[src/core/tcz_defines.vh]
// constants for the general-purpose timer/counter: offsets, fields, resets
// assumes a wishbone slave with 32-bit data, registers in the low byte
`ifndef TCZ_DEFINES_VH
`define TCZ_DEFINES_VH

// ==================================================================
// register byte offsets
`define TCZ_ADDR_W          5
`define TCZ_OFS_COUNT_LOW   5'h00
`define TCZ_OFS_COUNT_HIGH  5'h04
`define TCZ_OFS_CONTROL_A   5'h08
`define TCZ_OFS_CONTROL_B   5'h0C
`define TCZ_OFS_STATUS      5'h10

// ==================================================================
// timer_control_a fields
`define TCZ_CA_ENABLE       7
`define TCZ_CA_WIDTH        4
`define TCZ_CA_POST_HI      3
`define TCZ_CA_POST_LO      0
`define TCZ_CA_MASK         8'h9F

// timer_control_b fields
`define TCZ_CB_SRC_HI       7
`define TCZ_CB_SRC_LO       5
`define TCZ_CB_ASYNC        4
`define TCZ_CB_PSC_HI       3
`define TCZ_CB_PSC_LO       0

// status fields
`define TCZ_ST_MATCH        0
`define TCZ_ST_OVERFLOW     1

// ==================================================================
// clock source codes
`define TCZ_SRC_PIN_RISE    3'h0
`define TCZ_SRC_PIN_FALL    3'h1
`define TCZ_SRC_INSTR       3'h2
`define TCZ_SRC_SYSCLK      3'h3
`define TCZ_SRC_SLOW_OSC    3'h4
`define TCZ_SRC_AUX_OSC     3'h5

// ==================================================================
// reset values and sizes
`define TCZ_RST_COUNT_LOW   8'h00
`define TCZ_RST_COUNT_HIGH  8'hFF
`define TCZ_RST_TRUE_HIGH   8'h00
`define TCZ_RST_CONTROL_A   8'h00
`define TCZ_RST_CONTROL_B   8'h00
`define TCZ_PSC_W           15
`define TCZ_INSTR_DIV       2'h3

`endif

[src/core/tcz_timer.v]
// general-purpose timer/counter with wishbone classic register access
// assumes pins are asynchronous to clk; sleepMode comes from clk domain
//
// Implementation choices: the register addresses and the Wishbone slave port.
`timescale 1ns/1ps
`include "tcz_defines.vh"

module tcz_timer (
    input  wire                   clk,
    input  wire                   reset_n,
    input  wire                   wb_cyc_i,
    input  wire                   wb_stb_i,
    input  wire                   wb_we_i,
    input  wire [`TCZ_ADDR_W-1:0] wb_adr_i,
    input  wire [3:0]             wb_sel_i,
    input  wire [31:0]            wb_dat_i,
    output reg  [31:0]            wb_dat_o,
    output reg                    wb_ack_o,
    input  wire                   extClkPin,
    input  wire                   slowOscPin,
    input  wire                   auxOscPin,
    input  wire                   sleepMode,
    output reg                    matchPulseOut
);

// ==================================================================
// register state
reg [7:0] countLow_q;
reg [7:0] countHigh_q;
reg [7:0] trueHigh_q;
reg [7:0] period_q;
reg [7:0] controlA_q;
reg [7:0] controlB_q;
reg       overflow_q;
reg [3:0] post_q;
reg       pending_q;
reg [1:0] instrDiv_q;

wire       enable      = controlA_q[`TCZ_CA_ENABLE];
wire       widthSelect = controlA_q[`TCZ_CA_WIDTH];
wire [3:0] postSelect  = controlA_q[`TCZ_CA_POST_HI:`TCZ_CA_POST_LO];
wire [2:0] clockSource = controlB_q[`TCZ_CB_SRC_HI:`TCZ_CB_SRC_LO];
wire       asyncCount  = controlB_q[`TCZ_CB_ASYNC];
wire [3:0] prescaleSel = controlB_q[`TCZ_CB_PSC_HI:`TCZ_CB_PSC_LO];

// ==================================================================
// bus decode
function [2:0] regIndex;
    input [`TCZ_ADDR_W-1:0] adr;
    begin
        if (adr == `TCZ_OFS_COUNT_LOW) begin
            regIndex = 3'h1;
        end else if (adr == `TCZ_OFS_COUNT_HIGH) begin
            regIndex = 3'h2;
        end else if (adr == `TCZ_OFS_CONTROL_A) begin
            regIndex = 3'h3;
        end else if (adr == `TCZ_OFS_CONTROL_B) begin
            regIndex = 3'h4;
        end else if (adr == `TCZ_OFS_STATUS) begin
            regIndex = 3'h5;
        end else begin
            regIndex = 3'h0;
        end
    end
endfunction

wire       busReq    = wb_cyc_i && wb_stb_i;
// data is captured as ack rises; a write takes effect as the master sees ack
wire       readEdge  = busReq && !wb_ack_o && !wb_we_i;
wire       writeEdge = busReq && wb_ack_o && wb_we_i && wb_sel_i[0];
wire [2:0] rIdx      = regIndex(wb_adr_i);
wire [7:0] wByte     = wb_dat_i[7:0];

wire wrLow   = writeEdge && (rIdx == 3'h1);
wire wrHigh  = writeEdge && (rIdx == 3'h2);
wire wrCtlA  = writeEdge && (rIdx == 3'h3);
wire wrCtlB  = writeEdge && (rIdx == 3'h4);
wire wrStat  = writeEdge && (rIdx == 3'h5);
wire rdLow   = readEdge && (rIdx == 3'h1);
wire scClear = wrLow || wrCtlA || wrCtlB;

// ==================================================================
// clock sources
wire pinRise;
wire pinFall;
wire slowRise;
wire auxRise;

tcz_pin_sync uPinSync (
    .clk       (clk),
    .reset_n   (reset_n),
    .pinIn     (extClkPin),
    .risePulse (pinRise),
    .fallPulse (pinFall)
);

tcz_pin_sync uSlowSync (
    .clk       (clk),
    .reset_n   (reset_n),
    .pinIn     (slowOscPin),
    .risePulse (slowRise),
    .fallPulse ()
);

tcz_pin_sync uAuxSync (
    .clk       (clk),
    .reset_n   (reset_n),
    .pinIn     (auxOscPin),
    .risePulse (auxRise),
    .fallPulse ()
);

// instruction cycle is one in four system clocks
wire instrTick = (instrDiv_q == `TCZ_INSTR_DIV);

// system-derived sources stop in sleep; oscillator and pin inputs run on
reg srcTick;
always @* begin
    case (clockSource)
        `TCZ_SRC_PIN_RISE: srcTick = pinRise;
        `TCZ_SRC_PIN_FALL: srcTick = pinFall;
        `TCZ_SRC_INSTR:    srcTick = instrTick && !sleepMode;
        `TCZ_SRC_SYSCLK:   srcTick = !sleepMode;
        `TCZ_SRC_SLOW_OSC: srcTick = slowRise;
        `TCZ_SRC_AUX_OSC:  srcTick = auxRise;
        default:           srcTick = 1'b0;
    endcase
end

wire pscTick;

tcz_prescaler uPrescaler (
    .clk     (clk),
    .reset_n (reset_n),
    .clear   (scClear),
    .select  (prescaleSel),
    .inTick  (srcTick && enable),
    .outTick (pscTick)
);

// sync mode waits for an instruction cycle and halts in sleep;
// ticks arriving faster than that collapse into one
wire syncTick = (pending_q || pscTick) && instrTick && !sleepMode;
wire cntTick  = asyncCount ? pscTick : syncTick;

always @(posedge clk or negedge reset_n) begin
    if (!reset_n) begin
        instrDiv_q <= 2'h0;
        pending_q  <= 1'b0;
    end else begin
        instrDiv_q <= instrDiv_q + 2'h1;
        if (scClear || asyncCount || syncTick) begin
            pending_q <= 1'b0;
        end else if (pscTick) begin
            pending_q <= 1'b1;
        end
    end
end

// ==================================================================
// counting
wire        match8    = (countLow_q == period_q);
wire [15:0] count16   = {trueHigh_q, countLow_q};
wire        roll16    = (count16 == 16'hFFFF);
wire        eventTick = cntTick && (widthSelect ? roll16 : match8);
wire        postHit   = (post_q == postSelect);
wire        pulseSet  = eventTick && postHit;

always @(posedge clk or negedge reset_n) begin
    if (!reset_n) begin
        countLow_q  <= `TCZ_RST_COUNT_LOW;
        countHigh_q <= `TCZ_RST_COUNT_HIGH;
        period_q    <= `TCZ_RST_COUNT_HIGH;
        trueHigh_q  <= `TCZ_RST_TRUE_HIGH;
    end else begin
        if (wrLow) begin
            countLow_q <= wByte;
            if (widthSelect) begin
                trueHigh_q <= countHigh_q;
            end
        end else if (cntTick && widthSelect) begin
            {trueHigh_q, countLow_q} <= count16 + 16'h0001;
        end else if (cntTick && match8) begin
            countLow_q <= 8'h00;
            period_q   <= countHigh_q;
        end else if (cntTick) begin
            countLow_q <= countLow_q + 8'h01;
        end
        // the readable high byte is a buffer in 16-bit mode, direct in 8-bit
        if (wrHigh) begin
            countHigh_q <= wByte;
        end else if (rdLow && widthSelect) begin
            countHigh_q <= trueHigh_q;
        end
    end
end

// ==================================================================
// postscaler, match pulse and overflow flag
always @(posedge clk or negedge reset_n) begin
    if (!reset_n) begin
        post_q        <= 4'h0;
        matchPulseOut <= 1'b0;
        overflow_q    <= 1'b0;
    end else begin
        if (scClear) begin
            post_q <= 4'h0;
        end else if (eventTick) begin
            post_q <= postHit ? 4'h0 : post_q + 4'h1;
        end
        // the pulse lasts one prescaled counter period
        if (pulseSet) begin
            matchPulseOut <= 1'b1;
        end else if (cntTick || !enable) begin
            matchPulseOut <= 1'b0;
        end
        // a rollover in the clearing cycle wins over the clear
        if (eventTick && widthSelect) begin
            overflow_q <= 1'b1;
        end else if (wrStat && wByte[`TCZ_ST_OVERFLOW]) begin
            overflow_q <= 1'b0;
        end
    end
end

// ==================================================================
// control registers
always @(posedge clk or negedge reset_n) begin
    if (!reset_n) begin
        controlA_q <= `TCZ_RST_CONTROL_A;
        controlB_q <= `TCZ_RST_CONTROL_B;
    end else begin
        if (wrCtlA) begin
            controlA_q <= wByte & `TCZ_CA_MASK;
        end
        if (wrCtlB) begin
            controlB_q <= wByte;
        end
    end
end

// ==================================================================
// bus answer: ack one cycle after the request, unmapped reads give zero
reg [7:0] readByte;
always @* begin
    case (rIdx)
        3'h1:    readByte = countLow_q;
        3'h2:    readByte = countHigh_q;
        3'h3:    readByte = controlA_q;
        3'h4:    readByte = controlB_q;
        3'h5:    readByte = {6'h00, overflow_q, matchPulseOut};
        default: readByte = 8'h00;
    endcase
end

always @(posedge clk or negedge reset_n) begin
    if (!reset_n) begin
        wb_ack_o <= 1'b0;
        wb_dat_o <= 32'h00000000;
    end else begin
        wb_ack_o <= busReq && !wb_ack_o;
        // read data stands only while ack is high, and is zero otherwise
        if (readEdge) begin
            wb_dat_o <= {24'h000000, readByte};
        end else if (wb_ack_o || !busReq) begin
            wb_dat_o <= 32'h00000000;
        end
    end
end

endmodule // tcz_timer

[src/core/tcz_pin_sync.v]
// three-stage synchroniser with rise and fall pulses for one pin input
// assumes the pin is asynchronous to clk and slower than clk/4
`timescale 1ns/1ps

module tcz_pin_sync (
    input  wire clk,
    input  wire reset_n,
    input  wire pinIn,
    output reg  risePulse,
    output reg  fallPulse
);

// ==================================================================
// synchroniser and qualified edges
reg [2:0] stage_q;
reg       level_q;

always @(posedge clk or negedge reset_n) begin
    if (!reset_n) begin
        stage_q   <= 3'h0;
        level_q   <= 1'b0;
        risePulse <= 1'b0;
        fallPulse <= 1'b0;
    end else begin
        stage_q   <= {stage_q[1:0], pinIn};
        risePulse <= 1'b0;
        fallPulse <= 1'b0;
        // only stages two and three vote; stage one feeds stage two alone
        if (stage_q[1] == stage_q[2] && stage_q[2] != level_q) begin
            level_q   <= stage_q[2];
            risePulse <= stage_q[2];
            fallPulse <= ~stage_q[2];
        end
    end
end

endmodule // tcz_pin_sync

[src/core/tcz_prescaler.v]
// 15-bit prescaler: passes one tick out of 2**select incoming ticks
// assumes inTick is a one-cycle enable on clk
`timescale 1ns/1ps
`include "tcz_defines.vh"

module tcz_prescaler (
    input  wire       clk,
    input  wire       reset_n,
    input  wire       clear,
    input  wire [3:0] select,
    input  wire       inTick,
    output wire       outTick
);

// ==================================================================
// ratio mask
function [`TCZ_PSC_W-1:0] ratioMask;
    input [3:0] sel;
    begin
        ratioMask = ~({`TCZ_PSC_W{1'b1}} << sel);
    end
endfunction

reg  [`TCZ_PSC_W-1:0] count_q;
wire [`TCZ_PSC_W-1:0] mask = ratioMask(select);

// select zero bypasses the divider: every input tick passes
assign outTick = inTick && ((count_q & mask) == mask);

always @(posedge clk or negedge reset_n) begin
    if (!reset_n) begin
        count_q <= {`TCZ_PSC_W{1'b0}};
    end else if (clear) begin
        count_q <= {`TCZ_PSC_W{1'b0}};
    end else if (inTick) begin
        count_q <= count_q + 1'b1;
    end
end

endmodule // tcz_prescaler

[config.mk]
export PLATFORM = sky130hd
export DESIGN_NAME = tcz_timer
export DESIGN_NICKNAME = d
export VERILOG_FILES = /design/src/core/tcz_timer.v /design/src/core/tcz_pin_sync.v /design/src/core/tcz_prescaler.v
export VERILOG_INCLUDE_DIRS = /design/src /design/src/core
export SDC_FILE = /design/constraint.sdc
export NUM_CORES = 1
export LEC_CHECK = 0
export BUFFER_PORTS_ARGS = -buffer_cell sky130_fd_sc_hd__buf_2
export CAP_MARGIN = 20
export CORE_UTILIZATION = 40
export CTS_BUF_LIST = sky130_fd_sc_hd__clkbuf_8
export CTS_CLUSTER_DIAMETER = 120
export DETAILED_ROUTE_END_ITERATION = 8
export PLACE_DENSITY = 0.63
export SYNTH_ARGS = -nofsm -noshare
export SYNTH_HDL_FRONTEND = slang
export SYNTH_SLANG_ARGS = --single-unit
[constraint.sdc]
create_clock -name clk -period 2.7 [get_ports clk]
set_clock_uncertainty 0.1 [all_clocks]
set_input_delay 0.135 -clock clk [delete_from_list [all_inputs] [get_ports clk]]
set_output_delay 0.135 -clock clk [all_outputs]
set_load 0.01 [all_outputs]
## Word-level counts from Yosys, hierarchy flattened

Index checks and enable logic that the tools add are counted.
W data, S select, Z words.

| word-level totals | value |
|---|---|
| RAM bits | 0 |
| bits in read-only memories | 0 |
| output and inout port bits | 34 |
| input port bits | 50 |
| register bits after elaboration | 119 |
| logic and storage cells | 148 |
| latch bits | 0 |
| memories kept | 0 |

| cells by class | value |
|---|---|
| $add $sub $neg | 5 |
| eq/ne operators | 26 |
| divide/modulo/power cells | 0 |
| mux-type cells | 35 |
| reduce and logical (&&, ||, !) cells | 52 |
| multipliers | 0 |
| bitwise logic cells | 5 |
| $lt $le $gt $ge | 0 |
| shifts and indexed selects | 1 |

Operators with widths:

| operator | number |
|---|---|
| $mux W8 | 9 |
| $mux W32 | 2 |
| $pmux W8 S5 | 1 |
| $mux W15 | 2 |
| $logic_and A1 B1 Y1 | 27 |
| $add A16 B1 Y16 const B | 1 |
| $eq A16 B16 Y1 const B | 1 |
| $reduce_bool A2 Y1 | 8 |
| $add A15 B1 Y15 const B | 1 |
| $and A15 B15 Y15 | 1 |
| $eq A15 B15 Y1 | 1 |
| $mux W3 | 5 |
| $not A15 Y15 | 1 |
| $shl A15 B4 Y15 const A | 1 |
| $eq A3 B2 Y1 const B | 4 |
| $eq A3 B3 Y1 const B | 4 |
| $mux W1 | 12 |
| $mux W4 | 3 |
| $eq A5 B4 Y1 const B | 2 |
| $add A8 B1 Y8 const B | 1 |
| $eq A8 B8 Y1 | 1 |
| $logic_or A1 B1 Y1 | 7 |
| $eq A3 B1 Y1 const B | 2 |
| $pmux W1 S6 | 1 |
| other kinds (16) | 26 |

## Longest topological paths before layout

| logic depth | value |
|---|---|
| word-level depth | 13 |
| depth in mapped cells | 9 |

## Hierarchy

A second synthesis with hierarchy kept.

| second synthesis, totals | value |
|---|---|
| cells, all modules | 494 |
| area, all modules | 5,218.8 µm² |

Modules (own cells, without submodules):

| module | area an instance (µm²) | instances | seq. area each (µm²) | cells an instance |
|---|---|---|---|---|
| tcz_timer | 3,816.2 | 1 | 1,621.6 | 368 |
| tcz_prescaler | 865.8 | 1 | 375.4 | 99 |
| tcz_pin_sync | 178.9 | 3 | 150.1 | 9 |

## Least setup slack after synthesis

Ideal clock, no wire load.

| timing | value |
|---|---|
| kind | reg-to-reg |
| start | register controlB_q[7] |
| end | register uPrescaler.count_q[12] |
| stages on the path, launching flop included | 9 |
| path slack | 0.376 ns |
| buffers on the path | 1 |
| arrival | 2.146 ns |
| setup time | 0.078 ns |
| data required time | 2.522 ns |
| period minus slack after synthesis | 2.324 ns |
| cells stage by stage | dfrtp_1 > or4bb_1 > o32a_1 > nand2_4 > nand2_2 > or3_1 > clkbuf_2 > or3_1 > a21oi_1 |

| on the way | value |
|---|---|
| word-level cells in the longest chain between the ends | 4 |
| elaborated cells between the ends (all ways) | 9 |
| those cells by class | eq/ne (5); mux (1); reduce/logical (3) |

Ends and longest elaborated chain:

| element | line | RTL |
|---|---|---|
| from (decl) | tcz_timer.v:33 | `reg [7:0] controlB_q;` |
| from (signal assigned) | tcz_timer.v:231 | `` controlB_q <= `TCZ_RST_CONTROL_B; `` |
| from (signal assigned) | tcz_timer.v:237 | `controlB_q <= wByte;` |
| $eq A3 B3 Y1 (tied with other cells) | tcz_timer.v:119 | `case (clockSource)` |
| $pmux W1 S6 * | tcz_timer.v:119 |  |
| $logic_and A1 B1 Y1 * | tcz_timer.v:137 | `.inTick (srcTick && enable),` |
| $reduce_bool A2 Y1 (no line) * | - |  |
| to (signal assigned) | tcz_prescaler.v:32 | `` count_q <= {`TCZ_PSC_W{1'b0}}; `` |
| to (signal assigned) | tcz_prescaler.v:34 | `` count_q <= {`TCZ_PSC_W{1'b0}}; `` |
| to (signal assigned) | tcz_prescaler.v:36 | `count_q <= count_q + 1'b1;` |
| to (decl) | tcz_prescaler.v:24 | `` reg [`TCZ_PSC_W-1:0] count_q; `` |

Mark *: on every way between the ends. The rest lies on a longest branch, timed or not.
A chain may end at the register's enable or synchronous reset.

## Worst setup path after layout

| timing | value |
|---|---|
| start | register controlB_q[7] |
| end | register uPrescaler.count_q[14] |

Same word-level chain as after synthesis.

==> impl_metrics.py <==
metrics = {
    "outcome": {
        "status": "completed",
    },
    "setup_path": {
        "worst_ep_required_time_ps": 2910,
        "ff2ff_setup_slack_ps": 130,
        "cp-startpoint": "controlB_q[7]",
        "regToRegEndpoint": "uPrescaler.count_q[14]",
        "crit_fanout": 9,
        "rr_worst_depth": 7,
        "regToRegStartpoint": "controlB_q[7]",
        "critPathLaunchType": "flip-flop",
        "end_kind": "flip-flop",
        "critPathCapture": "uPrescaler.count_q[14]",
        "crit_type": "reg -> reg",
        "arrival_ps": 2780,
    },
    "clock_network": {
        "clk_pin_slew_ps": 100,
        "tritoncts": "done",
        "cts.root.buffer_cell": "clkbuf_8",
        "clock_latency_ps": 390,
        "h-tree-depth": 3,
        "clock_path_buffers": 2,
        "cts.sinks": 95,
        "cts_made_buffers": 9,
    },
    "yosys": {
        "synthTopCellsByArea": "dfrtp_1 (39%), dfstp_2 (8.2%), mux2_2 (4.8%), nor2_1 (4.8%), buf_4 (3.5%)",
        "synth_edf_count": 0,
        "ys_seq_elements": 95,
        "netlist_area_mm2": 0.00513,
        "synth_cell_types": 67,
        "async_reset_ff_share_pct": 100,
        "yosysTopAreaCellShare_pct": 38.5,
        "synthFlopType": "dfrtp_1",
        "seq_area_frac_synth_pct": 46.7,
        "synth_top_cell_by_area": "dfrtp_1",
        "avgSynthCellArea_um2": 9.88,
        "syn_inst": 519,
        "yosys_warnings": 0,
    },
    "timing": {
        "hold_viol_final": 0,
        "max_freq_mhz": 389,
        "finalMaxSlewViolations": 0,
        "worst_pin_slew_ps": 656,
        "setup-tns-final_ps": 0,
        "finalSetupViolCount": 0,
        "finalCriticalPeriod_ps": 2570,
        "fin_hold_ws_ps": 37.0,
        "final.period_utilization_pct": 95.3,
        "finalWorstSetupSlack_ps": 128,
        "max_slew_margin_pct": 56.3,
    },
    "drt": {
        "antenna_left": 0,
        "drtIter0Drc": 294,
        "viasPerCell": 5.40,
        "totalWireLength_um": 12600,
        "route.detailed.drc": 0,
        "detail_route.wl_per_cell_um": 16.5,
        "firstDrtPassIters": 5,
        "num_vias": 4098,
    },
    "placement": {
        "portBuffers": 32,
        "gp_congestion": 0.925,
        "hpwlAfterDp_um": 8760,
        "dp_cells": 724,
        "pre_cts_ws_ps": 133,
    },
    "global_routing": {
        "grt_pass1_vias": 3859,
        "grt_util_all_layers_pct": 20.0,
        "gr-total-overflow": 0,
        "grt_antenna_before_repair": 0,
        "grt_max_degree": 52,
        "grt_pass1_wl_um": 20000,
    },
    "power_and_ir_drop": {
        "max-vdd-ir-drop_v": 0.000364,
        "p_leak_nw": 2.62,
        "powerDensity_mw_per_mm2": 455,
    },
    "floorplanning": {
        "initial_core_util_pct": 40.8,
        "fp.dieW_um": 115,
        "num_rows": 41,
        "die_y_um": 115,
        "io_pins": 84,
        "die-area_mm2": 0.0133,
        "core_mm2": 0.0126,
    },
    "layout": {
        "drive_above_1_share_pct": 22.5,
        "antenna_cells": 0,
        "fin_cells": 759,
        "final_util_pct": 47.0,
        "fin_nets": 636,
        "syn_to_final_growth_pct": 15.1,
        "final_common_cell": "dfrtp_1",
        "mostFrequentLayoutCells": "dfrtp_1 (79), nor2_1 (65), nand2_1 (46)",
    },
    "min_path": {
        "hold_start": "wb_adr_i[4]",
        "hp-class": "in -> reg",
    },
    "run": {
        "drv_cap": 0,
    },
}
## per-stage QoR
stage	cell area (µm²)	power (mW)
floorplan	5220	1.69
global placement	5520	1.76
detailed placement	5520	1.77
CTS	5860	2.71
global route	5910	2.80
finish	5910	2.69
## how the worst min path moves through the flow
stage,to,slack (ps),cells past startpoint
final,wb_dat_o[1],40,3
after floorplan,controlA_q[0],-260,0
after CTS,wb_dat_o[1],20,3
after detailed placement,trueHigh_q[5],110,1
after global routing,overflow_q,60,4
after global placement,wb_dat_o[5],100,1
## repair_timing
item | in CTS | in global routing
resized for setup | 0 | 6
setup buffers | 0 | 2
hold buffers | 16 | 0
endpoints found under the hold margin | 79 | 0
endpoints found under the setup margin | 0 | 27
## report_power, final
part / internal, mW / switching, mW / leakage, nW
Combinational: 0.0994 / 0.131 / 1.32
Sequential: 1.48 / 0.0524 / 1.20
Clock: 0.355 / 0.567 / 0.0920
Total: 1.94 / 0.751 / 2.62
## flip-flops by register name, indices dropped and copies added (netlist names), 2 cells and up
name,count
controlA_q,6
uSlowSync.stage_q,3
instrDiv_q,2
uPinSync.stage_q,3
uAuxSync.stage_q,3
period_q,8
trueHigh_q,8
wb_dat_o,8
controlB_q,8
countLow_q,8
post_q,4
countHigh_q,8
uPrescaler.count_q,15
## critical path, stage by stage, from the launching register on
cell,delay (ps)
dfrtp_1,440
or4bb_1,510
o32a_1,240
nand2_4,130
nand2_2,70
or3_1,440
or3_1,390
a21oi_1,160
## Yosys cell counts, types with 3 or more instances
master	number
xnor2_1	10
dfstp_2	16
clkbuf_1	15
xor2_1	12
nand4_1	9
or3_1	11
mux4_2	6
buf_2	3
mux2_2	22
nand2_1	46
a31o_2	3
mux2i_1	14
dfrtp_1	79
nor4_1	3
and3_1	10
maj3_1	3
nor2b_1	9
a32o_1	5
nor2_1	65
a21oi_1	24
ha_1	4
nand3_1	17
inv_1	9
o21ai_0	26
buf_4	24
nor3_1	8
and2_1	3
a31oi_1	12
## layer usage
metal / share of wire [%] / vias up / GRT usage (%)
li1: - / 1939 / -
met1: 46 / 1991 / 27.1
met2: 46 / 152 / 30.7
met3: 6.8 / 16 / 5.48
met4: 1.8 / 0 / 7.19
met5: 0 / - / 0
## layout make-up
type / count / area [µm²]
Fill cell: 1182 / 6660
Multi-Input combinational cell: 394 / 2550
Sequential cell: 95 / 2400
Timing Repair Buffer: 73 / 523
Tap cell: 172 / 215
Clock buffer: 9 / 124
Clock inverter: 7 / 60.1
Inverter: 9 / 33.8
## cell families after synthesis
logic type	share of synthesized area (%)
AND/OR/NAND/NOR	19.7
AO/OA/AOI/OAI	12.2
flip-flops	46.7
buffers and inverters	5.80
multiplexers	10.2
XOR/XNOR	3.76
adder cells (fa/ha/maj)	1.56
other	0.0731
Note: power is estimated with default switching activity, not from simulation.
